### src/design/csq_pkg.sv
// Purpose: Shared constants for the cipher sequencer conditional-op decoder
// Assumes: 200 MHz reference clock, 22-bit microinstructions
// Notes: Instruction word packs M1 in [21:14], M2 in [13:6], M3 in [5:0]
// =============================================================
// Constants
// =============================================================
package csq_pkg;
  // Reference clock period
  localparam int REF_PERIOD_NS = 5;
  // Fastest sequencer clock period (8 MHz)
  localparam int SEQ_PERIOD_MIN_NS = 125;
  // Slowest sequencer clock period (10 kHz)
  localparam int SEQ_PERIOD_MAX_NS = 100000;
  // Fastest serial key clock period (1.6 MHz)
  localparam int KEY_CLK_PERIOD_MIN_NS = 625;
  // Least reference cycles between two serial key falling edges
  localparam int KEY_CLK_MIN_CYC = (KEY_CLK_PERIOD_MIN_NS + REF_PERIOD_NS - 1) / REF_PERIOD_NS;
  // Sequencer clock periods from key request to first key clock fall
  localparam int KEY_REQ_WAIT_SEQ = 4;
  // Word and memory geometry
  localparam int INSTR_W = 22;
  localparam int ADDR_W = 6;
  localparam int ROM_WORDS = 29;
  localparam int RAM_WORDS = 32;
  localparam logic [5:0] RAM_BASE = 6'h20;
  localparam int KEY_BITS = 64;
  // Field positions inside the instruction word
  localparam int M1_LSB = 14;
  localparam int M2_LSB = 6;
  localparam int M2_CLK_SEL = 10;
  // Entry points in the fixed store
  localparam logic [5:0] ENT_CORE = 6'h00;
  localparam logic [5:0] ENT_IV_LOAD = 6'h06;
  localparam logic [5:0] ENT_KEY_PAR = 6'h0B;
  localparam logic [5:0] ENT_KEY_SER = 6'h10;
  localparam logic [5:0] ENT_ECB = 6'h12;
  // Conditional operation codes (low nibble of M2)
  typedef enum logic [3:0] {
    OP_LOAD_LOOP = 4'h0, OP_DEC_LOOP = 4'h1, OP_CALL = 4'h2, OP_RETURN = 4'h3,
    OP_JUMP = 4'h4, OP_IF_IN_EMPTY = 4'h5, OP_IF_OUT_FULL = 4'h6, OP_IF_READY = 4'h7,
    OP_IF_ORDER_LOW = 4'h8, OP_ROTATE_DIR = 4'h9, OP_PAIR_ADDR = 4'hA, OP_SETUP = 4'hB,
    OP_CLEAR = 4'hC, OP_SPARE_D = 4'hD, OP_SPARE_E = 4'hE, OP_STEP_NEXT = 4'hF
  } csq_op_t;
  // Argument bit positions in M3
  localparam int ARG_ROT_RIGHT = 0;
  localparam int ARG_PAIR_HI = 2;
  localparam int ARG_PAIR_LO = 1;
  localparam int ARG_INTERNAL = 0;
  localparam int ARG_FORCE_FLAGS = 5;
  localparam int ARG_BYTE_FB = 4;
  localparam int ARG_BIT_FB = 3;
  localparam int ARG_SERIAL = 2;
  localparam int ARG_MASTER = 1;
  localparam int ARG_ACTIVE = 0;
  // Clock command bit positions (M1 bit0, M2 bit7)
  localparam int CMD_CLR_IN_FULL = M1_LSB;
  localparam int CMD_CLR_OUT_EMPTY = M2_LSB + 7;
  // Feedback width encodings {byte, bit}
  localparam logic [1:0] FB_64 = 2'h0;
  localparam logic [1:0] FB_8 = 2'h2;
  localparam logic [1:0] FB_1 = 2'h1;
  // Default fill word: unconditional step
  localparam logic [21:0] STEP_WORD = 22'h0003CF;
  // Sequencer phases
  typedef enum logic [1:0] {PH_IDLE, PH_FETCH, PH_EXEC} csq_phase_t;
endpackage : csq_pkg

### src/design/csq_sequencer.sv
// Purpose: Microprogram sequencer and conditional-op decoder of a cipher processor
// Assumes: All inputs synchronous to i_ref_clk; host loads the writable store
// Notes: Sequencer clock is an enable divided from the reference clock
// Operation
// - Low nibble of M2 selects conditional op
// - One instruction every two sequencer clocks
// - Step op simply advances program counter
// - Rotate op latches right or left
// - Pair op latches two-bit pair selector
// - Internal bit picks latched or status pair
// - Setup bit5 forces input-full, output-empty flags
// - Setup bits4,3 select feedback width
// - Setup bit2 selects serial key entry
// - Setup bit1 forces master port input
// - Setup bit0 sets active flag and pin
// - Clear op resets all control latches
// - Fixed store 29 words at 00-1C
// - Writable store 32 words at 20-3F
// - Fixed store holds documented entry points
// - Clock rates bounded; key clock limited
// - Three nonoverlapping internal phases per instruction
// - New input accepted only after clear cmd
// - Return and clear ignore third byte
`timescale 1ns/1ps
module csq_sequencer
  import csq_pkg::*;
#(
  parameter int SEQ_PERIOD_NS = SEQ_PERIOD_MIN_NS,
  parameter logic [ROM_WORDS*INSTR_W-1:0] ROM_IMAGE = {ROM_WORDS{STEP_WORD}}
)(
  input wire logic i_ref_clk,
  input wire logic i_reset_n,
  input wire logic i_run,
  input wire logic i_start,
  input wire logic [ADDR_W-1:0] i_start_addr,
  input wire logic i_mem_we,
  input wire logic [4:0] i_mem_addr,
  input wire logic [INSTR_W-1:0] i_mem_data,
  input wire logic i_in_write,
  input wire logic i_out_read,
  input wire logic [1:0] i_status_pair,
  input wire logic i_port_cfg_master,
  input wire logic i_key_order_bit,
  input wire logic i_key_serial_clock,
  input wire logic i_key_serial_data,
  output logic [ADDR_W-1:0] o_pc,
  output logic o_phase_pc,
  output logic o_phase_m,
  output logic o_phase_s,
  output logic [10:0] o_clock_cmd,
  output logic [10:0] o_mux_setting,
  output logic o_rotate_right,
  output logic o_rotate_left,
  output logic [1:0] o_pair_sel,
  output logic o_internal_addr,
  output logic [1:0] o_pair_effective,
  output logic o_byte_feedback,
  output logic o_bit_feedback,
  output logic o_feedback_illegal,
  output logic o_serial_key,
  output logic o_master_port_force,
  output logic o_input_from_master,
  output logic o_active,
  output logic o_input_full,
  output logic o_output_empty,
  output logic [3:0] o_loop_count,
  output logic o_key_request,
  output logic o_key_early,
  output logic o_key_clock_fast,
  output logic o_key_valid,
  output logic [KEY_BITS-1:0] o_key_data
);
  // =============================================================
  // Timing
  // =============================================================
  // Reference cycles per sequencer clock, longest period rounds down
  localparam int SEQ_DIV_CYC = (SEQ_PERIOD_NS / REF_PERIOD_NS < 1) ? 1 :
                               SEQ_PERIOD_NS / REF_PERIOD_NS;
  localparam int DIV_W = $clog2(SEQ_DIV_CYC + 1);
  localparam logic [DIV_W-1:0] DIV_LAST = DIV_W'(SEQ_DIV_CYC - 1);
  localparam logic [7:0] KEY_FAST_LIM = 8'(KEY_CLK_MIN_CYC);
  localparam logic [2:0] KEY_WAIT_LIM = 3'(KEY_REQ_WAIT_SEQ);
  localparam logic [6:0] KEY_LAST = 7'(KEY_BITS - 1);

  // =============================================================
  // Storage
  // =============================================================
  // Writable program store
  logic [INSTR_W-1:0] ram_mem [RAM_WORDS];
  // Instruction fetch from fixed or writable store
  function automatic logic [INSTR_W-1:0] fetch_word(input logic [ADDR_W-1:0] a);
    logic [INSTR_W-1:0] w;
    w = STEP_WORD;
    if (a >= RAM_BASE)
      w = ram_mem[a[4:0]];
    else if (int'(a) < ROM_WORDS)
      w = ROM_IMAGE[int'(a)*INSTR_W +: INSTR_W];
    return w;
  endfunction : fetch_word

  // =============================================================
  // State
  // =============================================================
  logic [DIV_W-1:0] div_r; // Sequencer clock divider
  logic seq_tick; // One-cycle sequencer clock enable
  csq_phase_t phase_r; // Instruction half
  logic s_pend_r; // Late phase pending
  logic [ADDR_W-1:0] pc_r; // Program counter
  logic [ADDR_W-1:0] ret_r; // Single-level return address
  logic [INSTR_W-1:0] ir_r; // Fetched instruction
  logic [3:0] loop_r; // Loop counter
  logic rot_r_r, rot_l_r, int_r, byte_r, bit_r, ser_r, mst_r, act_r;
  logic [1:0] pair_r;
  logic in_full_r, out_empty_r;
  logic [10:0] clk_cmd_r, mux_r;
  logic phase_pc_r, phase_m_r, phase_s_r;

  // =============================================================
  // Decode
  // =============================================================
  wire [7:0] m1 = ir_r[INSTR_W-1:M1_LSB];
  wire [7:0] m2 = ir_r[M1_LSB-1:M2_LSB];
  wire [5:0] m3 = ir_r[M2_LSB-1:0];
  wire [3:0] op_code = m2[3:0];
  wire is_clk_cmd = ir_r[M2_CLK_SEL];
  wire exec = seq_tick && (phase_r == PH_EXEC);
  wire fetch = seq_tick && (phase_r == PH_FETCH);
  wire [ADDR_W-1:0] pc_inc = pc_r + 6'h01;
  wire [3:0] loop_dec = loop_r - 4'h1;
  wire op_rot = exec && (op_code == OP_ROTATE_DIR);
  wire op_pair = exec && (op_code == OP_PAIR_ADDR);
  wire op_setup = exec && (op_code == OP_SETUP);
  wire op_clear = exec && (op_code == OP_CLEAR);
  wire clr_in = exec && is_clk_cmd && ir_r[CMD_CLR_IN_FULL];
  wire clr_out = exec && is_clk_cmd && ir_r[CMD_CLR_OUT_EMPTY];
  wire force_flags = op_setup && m3[ARG_FORCE_FLAGS];

  // Next program counter, M3 used as target by jump, call and taken branches; return uses saved address, others increment
  logic [ADDR_W-1:0] pc_nxt;
  always_comb
  begin
    pc_nxt = pc_inc;
    case (op_code)
      OP_DEC_LOOP: if (loop_dec != 4'h0) pc_nxt = m3;
      OP_CALL: pc_nxt = m3;
      OP_RETURN: pc_nxt = ret_r;
      OP_JUMP: pc_nxt = m3;
      OP_IF_IN_EMPTY: if (!in_full_r) pc_nxt = m3;
      OP_IF_OUT_FULL: if (!out_empty_r) pc_nxt = m3;
      OP_IF_READY: if (in_full_r && out_empty_r) pc_nxt = m3;
      OP_IF_ORDER_LOW: if (!i_key_order_bit) pc_nxt = m3;
      OP_STEP_NEXT: pc_nxt = pc_inc;
      OP_SPARE_D, OP_SPARE_E: pc_nxt = pc_inc;
      default: pc_nxt = pc_inc;
    endcase
  end

  // =============================================================
  // Sequencer clock and phases
  // =============================================================
  assign seq_tick = i_run && (div_r == DIV_LAST);

  // Divider for the sequencer clock enable
  always_ff @(posedge i_ref_clk)
  begin
    if (!i_reset_n || !i_run || div_r == DIV_LAST)
      div_r <= '0;
    else
      div_r <= div_r + DIV_W'(1);
  end

  // Fetch then execute, pc, m and s phases on distinct cycles
  always_ff @(posedge i_ref_clk)
  begin
    if (!i_reset_n)
    begin
      phase_r <= PH_IDLE;
      pc_r <= ENT_CORE;
      ir_r <= STEP_WORD;
      phase_pc_r <= 1'b0;
      phase_m_r <= 1'b0;
      phase_s_r <= 1'b0;
      s_pend_r <= 1'b0;
    end
    else
    begin
      phase_pc_r <= fetch;
      phase_m_r <= exec;
      s_pend_r <= phase_m_r;
      phase_s_r <= s_pend_r;
      if (i_start)
      begin
        // Host launches the program at an entry point
        pc_r <= i_start_addr;
        phase_r <= PH_FETCH;
      end
      else if (fetch)
      begin
        ir_r <= fetch_word(pc_r);
        phase_r <= PH_EXEC;
      end
      else if (exec)
      begin
        pc_r <= pc_nxt;
        phase_r <= PH_FETCH;
      end
    end
  end

  // Writable store load port
  always_ff @(posedge i_ref_clk)
  begin
    if (i_mem_we)
      ram_mem[i_mem_addr] <= i_mem_data;
  end

  // Return address and loop counter
  always_ff @(posedge i_ref_clk)
  begin
    if (!i_reset_n)
    begin
      ret_r <= ENT_CORE;
      loop_r <= 4'h0;
    end
    else if (exec)
    begin
      if (op_code == OP_CALL)
        ret_r <= pc_inc;
      if (op_code == OP_LOAD_LOOP)
        loop_r <= m3[3:0];
      else if (op_code == OP_DEC_LOOP)
        loop_r <= loop_dec;
    end
  end

  // Clock command and multiplexer setting outputs
  always_ff @(posedge i_ref_clk)
  begin
    if (!i_reset_n)
    begin
      clk_cmd_r <= '0;
      mux_r <= '0;
    end
    else
    begin
      clk_cmd_r <= (exec && is_clk_cmd) ? {m1, m2[7:5]} : 11'h000;
      if (exec && !is_clk_cmd)
        mux_r <= {m1, m2[7:5]};
    end
  end

  // =============================================================
  // Control latches
  // =============================================================
  always_ff @(posedge i_ref_clk)
  begin
    if (!i_reset_n)
    begin
      {rot_r_r, rot_l_r, int_r, byte_r, bit_r, ser_r, mst_r, act_r} <= 8'h00;
      pair_r <= 2'h0;
    end
    else if (op_clear)
    begin
      // Clear all latched control
      {rot_r_r, rot_l_r, int_r, byte_r, bit_r, ser_r, mst_r, act_r} <= 8'h00;
      pair_r <= 2'h0;
    end
    else if (op_rot)
    begin
      rot_r_r <= m3[ARG_ROT_RIGHT];
      rot_l_r <= !m3[ARG_ROT_RIGHT];
    end
    else if (op_pair)
    begin
      pair_r <= {m3[ARG_PAIR_HI], m3[ARG_PAIR_LO]};
      int_r <= m3[ARG_INTERNAL];
    end
    else if (op_setup)
    begin
      byte_r <= m3[ARG_BYTE_FB];
      bit_r <= m3[ARG_BIT_FB];
      ser_r <= m3[ARG_SERIAL];
      mst_r <= m3[ARG_MASTER];
      if (m3[ARG_ACTIVE])
        act_r <= 1'b1;
    end
  end

  // Data flags: forcing and host reads win over microprogram clears, host writes only while input not full
  always_ff @(posedge i_ref_clk)
  begin
    if (!i_reset_n)
    begin
      in_full_r <= 1'b0;
      out_empty_r <= 1'b1;
    end
    else
    begin
      if ((i_in_write && !in_full_r) || force_flags)
        in_full_r <= 1'b1;
      else if (clr_in)
        in_full_r <= 1'b0;
      if (i_out_read || force_flags)
        out_empty_r <= 1'b1;
      else if (clr_out)
        out_empty_r <= 1'b0;
    end
  end

  // =============================================================
  // Serial key loader
  // =============================================================
  logic key_clk_d_r; // Previous key clock sample
  logic [6:0] key_cnt_r; // Bits received
  logic [7:0] key_gap_r; // Cycles since last key clock fall
  logic [2:0] key_wait_r; // Sequencer clocks since request rose
  logic key_valid_r;
  logic [KEY_BITS-1:0] key_sh_r;
  wire key_req = ser_r && !key_valid_r;
  wire key_fall = key_clk_d_r && !i_key_serial_clock;

  // Shift key bits on falling key clock and police its timing
  always_ff @(posedge i_ref_clk)
  begin
    if (!i_reset_n || !ser_r)
    begin
      key_clk_d_r <= 1'b1;
      key_cnt_r <= 7'h00;
      key_gap_r <= KEY_FAST_LIM;
      key_wait_r <= 3'h0;
      key_valid_r <= 1'b0;
      key_sh_r <= '0;
      o_key_early <= 1'b0;
      o_key_clock_fast <= 1'b0;
    end
    else
    begin
      key_clk_d_r <= i_key_serial_clock;
      if (seq_tick && key_req && key_wait_r != KEY_WAIT_LIM)
        key_wait_r <= key_wait_r + 3'h1;
      if (key_fall && key_req)
      begin
        key_sh_r <= {key_sh_r[KEY_BITS-2:0], i_key_serial_data};
        key_cnt_r <= key_cnt_r + 7'h01;
        key_gap_r <= 8'h00;
        if (key_cnt_r == KEY_LAST)
          key_valid_r <= 1'b1;
        if (key_wait_r != KEY_WAIT_LIM)
          o_key_early <= 1'b1;
        if (key_gap_r < KEY_FAST_LIM)
          o_key_clock_fast <= 1'b1;
      end
      else if (key_gap_r != KEY_FAST_LIM)
        key_gap_r <= key_gap_r + 8'h01;
    end
  end

  // =============================================================
  // Outputs
  // =============================================================
  assign o_pc = pc_r;
  assign o_phase_pc = phase_pc_r;
  assign o_phase_m = phase_m_r;
  assign o_phase_s = phase_s_r;
  assign o_clock_cmd = clk_cmd_r;
  assign o_mux_setting = mux_r;
  assign o_rotate_right = rot_r_r;
  assign o_rotate_left = rot_l_r;
  assign o_pair_sel = pair_r;
  assign o_internal_addr = int_r;
  assign o_pair_effective = int_r ? pair_r : i_status_pair;
  assign o_byte_feedback = byte_r;
  assign o_bit_feedback = bit_r;
  assign o_feedback_illegal = byte_r && bit_r;
  assign o_serial_key = ser_r;
  assign o_master_port_force = mst_r;
  assign o_input_from_master = mst_r || i_port_cfg_master;
  assign o_active = act_r;
  assign o_input_full = in_full_r;
  assign o_output_empty = out_empty_r;
  assign o_loop_count = loop_r;
  assign o_key_request = key_req;
  assign o_key_valid = key_valid_r;
  assign o_key_data = key_sh_r;
endmodule : csq_sequencer

### config.mk
export PLATFORM = sky130hd
export DESIGN_NAME = csq_sequencer
export DESIGN_NICKNAME = d
export VERILOG_FILES = /design/src/design/csq_pkg.sv /design/src/design/csq_sequencer.sv
export SDC_FILE = /design/constraint.sdc
export NUM_CORES = 1
export LEC_CHECK = 0
export BUFFER_PORTS_ARGS = -buffer_cell sky130_fd_sc_hd__clkbuf_2
export CAP_MARGIN = 30
export CELL_PAD_IN_SITES_DETAIL_PLACEMENT = 0
export CELL_PAD_IN_SITES_GLOBAL_PLACEMENT = 1
export CORE_MARGIN = 2
export CORE_UTILIZATION = 39
export DETAILED_ROUTE_END_ITERATION = 12
export HOLD_SLACK_MARGIN = 0.08
export PLACE_DENSITY_LB_ADDON = 0.25
export REMOVE_ABC_BUFFERS = 1
export SLEW_MARGIN = 20
export SYNTH_ARGS = -nofsm -noshare
export SYNTH_HDL_FRONTEND = slang
export SYNTH_SLANG_ARGS = --single-unit
### constraint.sdc
create_clock -name i_ref_clk -period 2.05 [get_ports i_ref_clk]
set_input_delay 0.1025 -clock i_ref_clk [delete_from_list [all_inputs] [get_ports i_ref_clk]]
set_output_delay 0.1025 -clock i_ref_clk [all_outputs]
set_load 0.05 [all_outputs]
## Word-level counts from Yosys, hierarchy flattened

Memories as Yosys holds them, arrays and structs flattened. A register that Yosys moved wholly into a read port is not among the register bits.
Index checks and enable logic that the tools add are counted.
Widths: inputs -> output; s select.

- Bits in registers: 169
- Memory bits (writable): 704
- Bits of input ports: 46
- Output and inout bits: 119
- Word-level logic and storage cells: 151
- Memories kept: 1

Memories:

| name | depth | width | read ports | clocked after Yosys merged registers in | wr ports | line | text |
|---|---|---|---|---|---|---|---|
| ram_mem | 32 | 22 | 1 | 1 | 1 | csq_sequencer.sv:89 | `logic [INSTR_W-1:0] ram_mem [RAM_WORDS];` |

- Add/sub/neg operators: 6
- Multipliers: 1
- Magnitude comparators: 3
- Eq/ne operators: 19
- Shift operators: 1
- Muxes and demuxes: 25
- Bitwise gates (word level): 4
- Reduce and logical (&&, ||, !) cells: 58

Operators with widths:

| kind | number |
|---|---|
| $shiftx 638x12->22 const A | 1 |
| $mux 6 | 8 |
| $mux 22 | 2 |
| $pmux 6 s7 | 1 |
| $eq 4x4->1 const B | 5 |
| $logic_and 1x1->1 | 20 |
| $reduce_and 2->1 | 9 |
| $eq 4x3->1 const B | 4 |
| $mux 7 | 2 |
| $mul 6x4->10 const B | 1 |
| $mux 5 | 2 |
| $reduce_bool 2->1 | 5 |
| $reduce_or 2->1 | 5 |
| $add 8x1->8 const B | 1 |
| $eq 4x2->1 const B | 2 |
| $logic_not 1->1 | 8 |
| $lt 8x7->1 const B | 1 |
| $mux 4 | 2 |
| $ne 8x7->1 const B | 1 |
| $add 7x1->7 const B | 1 |
| $eq 7x6->1 const B | 1 |
| $add 6x1->6 const B | 1 |
| $ge 6x6->1 const B | 1 |
| $logic_or 1x1->1 | 6 |
| other kinds (18) | 27 |

## Longest topological paths before layout

- Depth after elaboration: 9
- Gate-level depth with buffers: 9
- Mapped depth without buffers: 8

## Least setup slack after synthesis

OpenSTA, ideal clock, no wires.

- Path type: flip-flop to flip-flop
- Start: register ser_r, in the netlist o_serial_key
- End: register key_sh_r[32], in the netlist o_key_data[32]
- Library setup time: 0.070 ns
- Data arrival time: 2.746 ns
- Required time: 1.980 ns
- Setup slack: -0.767 ns
- Stages on the path, launching flop included: 8
- Path buffers: 3
- Clock period less this slack: 2.817 ns
- Cells stage by stage: dfxtp_1 -> nor2b_1 -> and3b_1 -> clkbuf_1 -> clkbuf_1 -> clkbuf_1 -> nand2_1 -> a21oi_1

- Longest elaborated chain between the ends: 2
- Elaborated cells between the ends (all ways): 4
- Those cells by class: reduce/logical: 4

Ends and longest elaborated chain:

| what | line | text |
|---|---|---|
| start: declaration | csq_sequencer.sv:112 | `logic rot_r_r, rot_l_r, int_r, byte_r, bit_r, ser_r, mst_r, act_r;` |
| start signal: assignment | csq_sequencer.sv:282 | `ser_r <= m3[ARG_SERIAL];` |
| $logic_and 1x1->1 | csq_sequencer.sv:319 | `wire key_req = ser_r && !key_valid_r;` |
| net o_key_request | csq_sequencer.sv:67 | `output logic o_key_request,` |
| $logic_and 1x1->1 | csq_sequencer.sv:341 | `if (key_fall && key_req)` |
| end signal: assignment | csq_sequencer.sv:343 | `key_sh_r <= {key_sh_r[KEY_BITS-2:0], i_key_serial_data};` |
| end: declaration | csq_sequencer.sv:318 | `logic [KEY_BITS-1:0] key_sh_r;` |

The timed path passes the listed nets, and every way through them passes these cells.
A chain may end at the register's enable or synchronous reset.

==> flow_summary_export.csv <==
group,metric,value,unit
floorplan,start_util,39.48,%
detailed_routing,routed_wl,89780,um
detailed_routing,vias_per_cell,5.393,
floorplan,chipHeight,298.3,um
detailed_routing,drt_first_iter_violations,1480,
logic_synthesis,yosys_warnings,0,
place,port-buffer-count,164,
logic_synthesis,synth_top_family_by_area,"multiplexers",
finish,area.growth.synth_to_final,26.33,%
timing,slew_viol_final,0,
job,max_cap_viols,0,
detailed_routing,vias,19640,
global_route,grt_start_max_net_pins,74,
logic_synthesis,synthTopCellsByArea,"sky130_fd_sc_hd__edfxtp_1 63%, sky130_fd_sc_hd__mux4_2 11%, sky130_fd_sc_hd__dfxtp_1 10%, sky130_fd_sc_hd__nand2_1 2.7%, sky130_fd_sc_hd__mux2i_1 2.0%",
worst_setup_path,worst_setup_path_start_kind,"flip-flop",
detailed_routing,routed_wire_length_per_instance,24.65,um
logic_synthesis,synthFlopType,"sky130_fd_sc_hd__edfxtp_1",
floorplan,coreArea,0.08555,mm^2
worst_hold_path,worst_hold_path.num_cells,1,
logic_synthesis,synth_enable_flop_cells,704,
worst_setup_path,timing.critical_path.to_type,"flip-flop",
timing,worst_clock_skew,0.04620,ns
timing,part_of_the_cycle_the_worst_path_needs,106.5,%
logic_synthesis,synth_top_area_share,62.59,%
power_and_ir_drop,post-layout-total-power,39.08,mW
power_and_ir_drop,power_density,915.8,mW/mm^2
place,dp.final_hpwl,54760,um
worst_setup_path,worstPathMaxFanout,7,
clock_network,cts-root-to-sink-buffers,3,
power_and_ir_drop,power.share.switching,21.58,%
power_and_ir_drop,total_switching_power,8.435,mW
finish,layout.cell_area.non_filler,0.04267,mm^2
power_and_ir_drop,internal_power,30.64,mW
status,outcome,"finished, violations left",
power_and_ir_drop,clock_power_share,44.4,%
timing,unrepaired_setup_endpoints_after_global_routing,"true",
timing,hold_ws,0.1050,ns
finish,drive_above_1_share,35.67,%
logic_synthesis,synth_cells,2001,
power_and_ir_drop,ir_worst_vdd,0.6560,mV
finish,insertedDiodeCount,0,
floorplan,placement_rows,107,
timing,max_clock_freq,458.2,MHz
finish,n_fill_cell,7085,
global_route,grtUsageTotal,19.85,%
global_route,grt_remaining_overflow,0,
logic_synthesis,post_synth_and_or_nand_nor_area_fraction,6.460,%
place,post-place-ws,-0.3045,ns
floorplan,dieArea,0.08898,mm^2
clock_network,clock_sink_count,878,
status,violated_checks,"setup timing",
floorplan,pin_count,165,
global_route,first_global_vias,19850,
logic_synthesis,synthesis.area_per_instance,16.88,um^2
finish,design.final.nets,2479,
clock_network,worst_skew_pair_later_pin_latency,0.68,ns
clock_network,clk_pin_slew_worst_paths,0.06,ns
timing,number_of_endpoints_failing_setup_at_the_final_stage,24,
detailed_routing,drtPass1Iterations,5,
logic_synthesis,synth.yosys.seq_area_share,72.90,%
power_and_ir_drop,combinationalPowerShare,5.7,%
logic_synthesis,syn_area,0.03378,mm^2
clock_network,clock_tree_from_tritoncts,"yes",
logic_synthesis,synth_compound_gate_area_share,4.812,%
logic_synthesis,yosysUniqueCellTypes,66,
clock_network,clockRootBuffer,"sky130_fd_sc_hd__clkbuf_16",
detailed_routing,antenna_violating_nets_post_route,0,
logic_synthesis,postSynthRegisterBits,878,
logic_synthesis,synth-adder-area-share,0.4445,%
logic_synthesis,xor_xnor_cell_area_share_of_the_yosys_netlist,0.4408,%
worst_setup_path,criticalPathCategory,"reg -> reg",
logic_synthesis,async_flop_share,0,%
timing,worst_slew_pin_slew,0.7480,ns
worst_hold_path,worst_min_delay_path_class,"in -> reg",
timing,finalCriticalPeriod,2.183,ns
timing,timing.setup.tns,-1.285,ns
power_and_ir_drop,p_seq_share,49.9,%
clock_network,cts_inserted_buffers,94,
timing,timing.slew.headroom,50.14,%
floorplan,chipWidth,298.3,um
clock_network,ctsHtreeMaxLevel,3,
place,place_congestion,0.7931,
worst_setup_path,worst_ep_arrival_time,2.77,ns
detailed_routing,drc,0,
timing,final_hold_viol_count,0,
global_route,initial_antenna_violation_count,3,
logic_synthesis,netlist.top_cell.by_area,"sky130_fd_sc_hd__edfxtp_1",
timing,postLayoutSetupSlackWorst,-0.1326,ns
worst_setup_path,count_of_cells_along_the_worst_register_to_register_path,8,
worst_setup_path,worst_ep_required_time,2.64,ns
logic_synthesis,synthMuxAreaShare,13.25,%
power_and_ir_drop,power.leakage,14.34,nW
place,post_dp_cell_area,0.03781,mm^2
global_route,grt_first_pass_wirelength,130800,um
cells by family (layout without fill, tap and decap cells):
kind of cell / after synthesis / after routing
fa+ha+maj: 12 / 12
compound gates: 249 / 249
mux: 238 / 238
flops: 878 / 878
xor+xnor: 17 / 17
buf+inv: 131 / 628
simple gates: 476 / 476
registers in the layout, summed over array words and instances, names as in the netlist, 2 cells and up, named ones only:
name / count
div_r: 5
ir_r: 22
key_cnt_r: 7
key_gap_r: 8
key_wait_r: 3
o_clock_cmd: 11
o_key_data: 64
o_loop_count: 4
o_mux_setting: 11
o_pair_sel: 2
o_pc: 6
phase_r: 2
ram_mem: 704
ret_r: 6
layout by cell type, fill, tap and decap left out, drive strengths merged, types with 20 or more instances in the layout:
cell type	n
buf	244
o211ai	20
nor2	90
nand3	27
nand2	244
o21ai	37
clkinv	28
edfxtp	704
dfxtp	174
inv	27
clkbuf	297
mux2i	69
a21oi	89
nor2b	24
mux4	167
a22oi	27
area by class of cell:
type	instances	area [um^2]	share of cell area, %
Clock inverter	44	614.3	1.440
Inverter	22	82.58	0.1935
Sequential cell	878	24640	57.75
Clock buffer	129	2615	6.128
Multi-Input combinational cell	992	9228	21.63
Timing Repair Buffer	433	4059	9.512
Tap cell	1144	1431	3.354
path summary, 6_finish.rpt:
kind / from / endpoint / slack (ns)
min: i_mem_data[19] / ram_mem[20][19] / 0.10
max reg2reg: flip-flop / ir_r[9] / -0.13
max: flip-flop / ir_r[9] / -0.13
min reg2reg: s_pend_r / o_phase_s / 0.44
cells in the mapped netlist, types with 4 or more instances:
cell	instances
sky130_fd_sc_hd__buf_4	6
sky130_fd_sc_hd__xnor2_1	9
sky130_fd_sc_hd__and2_1	17
sky130_fd_sc_hd__o211ai_1	20
sky130_fd_sc_hd__xor2_1	8
sky130_fd_sc_hd__a211oi_1	15
sky130_fd_sc_hd__nand3b_1	7
sky130_fd_sc_hd__nand2b_1	5
sky130_fd_sc_hd__nand3_1	27
sky130_fd_sc_hd__nand2_1	244
sky130_fd_sc_hd__inv_1	20
sky130_fd_sc_hd__a31oi_1	4
sky130_fd_sc_hd__or2_2	4
sky130_fd_sc_hd__mux2i_1	69
sky130_fd_sc_hd__and3_1	11
sky130_fd_sc_hd__nor2b_1	24
sky130_fd_sc_hd__clkbuf_1	64
sky130_fd_sc_hd__ha_1	12
sky130_fd_sc_hd__a21oi_1	89
sky130_fd_sc_hd__o211a_1	4
sky130_fd_sc_hd__a22oi_1	27
sky130_fd_sc_hd__mux4_2	167
sky130_fd_sc_hd__buf_2	28
sky130_fd_sc_hd__nor3_1	10
sky130_fd_sc_hd__a21boi_0	14
sky130_fd_sc_hd__o21ai_0	37
sky130_fd_sc_hd__dfxtp_1	174
sky130_fd_sc_hd__nor2_1	90
sky130_fd_sc_hd__nand4_1	15
sky130_fd_sc_hd__edfxtp_1	704
sky130_fd_sc_hd__a221oi_1	19
sky130_fd_sc_hd__buf_1	8
what timing repair did:
item                       in CTS  in global routing
hold endpoints to repair       86                  2
cloned                          8                  5
setup buffers                  25                 17
gates resized for setup        88                 99
setup endpoints to repair      46                 76
pin swaps                      42                 51
hold buffers                   18                  1
power groups by stage:
stage	sequential (mW)	clock, mW	combinational (mW)
4_1_cts	19.5	17.7	2.16
2_1_floorplan	20.0	0	0.972
6_report	19.5	17.4	2.23
5_1_grt	19.5	18.5	2.37
3_3_place_gp	19.9	0	1.86
3_5_place_dp	19.9	0	1.88
per-stage QoR:
| step | std cells | util [%] |
|---|---|---|
| floorplan | 1892 | - |
| detailed placement | 3398 | 44.19 |
| CTS | 3621 | 49.18 |
| global route | 3642 | 49.88 |
| global placement | 3398 | 44.19 |
| finish | 3642 | 49.88 |
worst max-delay path, stage by stage, from the launching register on:
cell                       delay, ns
sky130_fd_sc_hd__dfxtp_4        0.36
sky130_fd_sc_hd__buf_8          0.15
sky130_fd_sc_hd__buf_16         0.16
sky130_fd_sc_hd__buf_16         0.15
sky130_fd_sc_hd__mux2i_1        0.14
sky130_fd_sc_hd__a221oi_2       0.35
sky130_fd_sc_hd__nor2_1         0.09
sky130_fd_sc_hd__o211ai_1       0.47
sky130_fd_sc_hd__and3_1         0.23
routing by layer:
metal	up-vias	GRT usage, %	share of wire, %
met3	120	3.668	5.5
met2	570	33.43	50
met5	-	0	0
met4	0	5.336	2.3
li1	8659	-	-
met1	10290	26.47	43
Power figures use the tool's default switching activity.
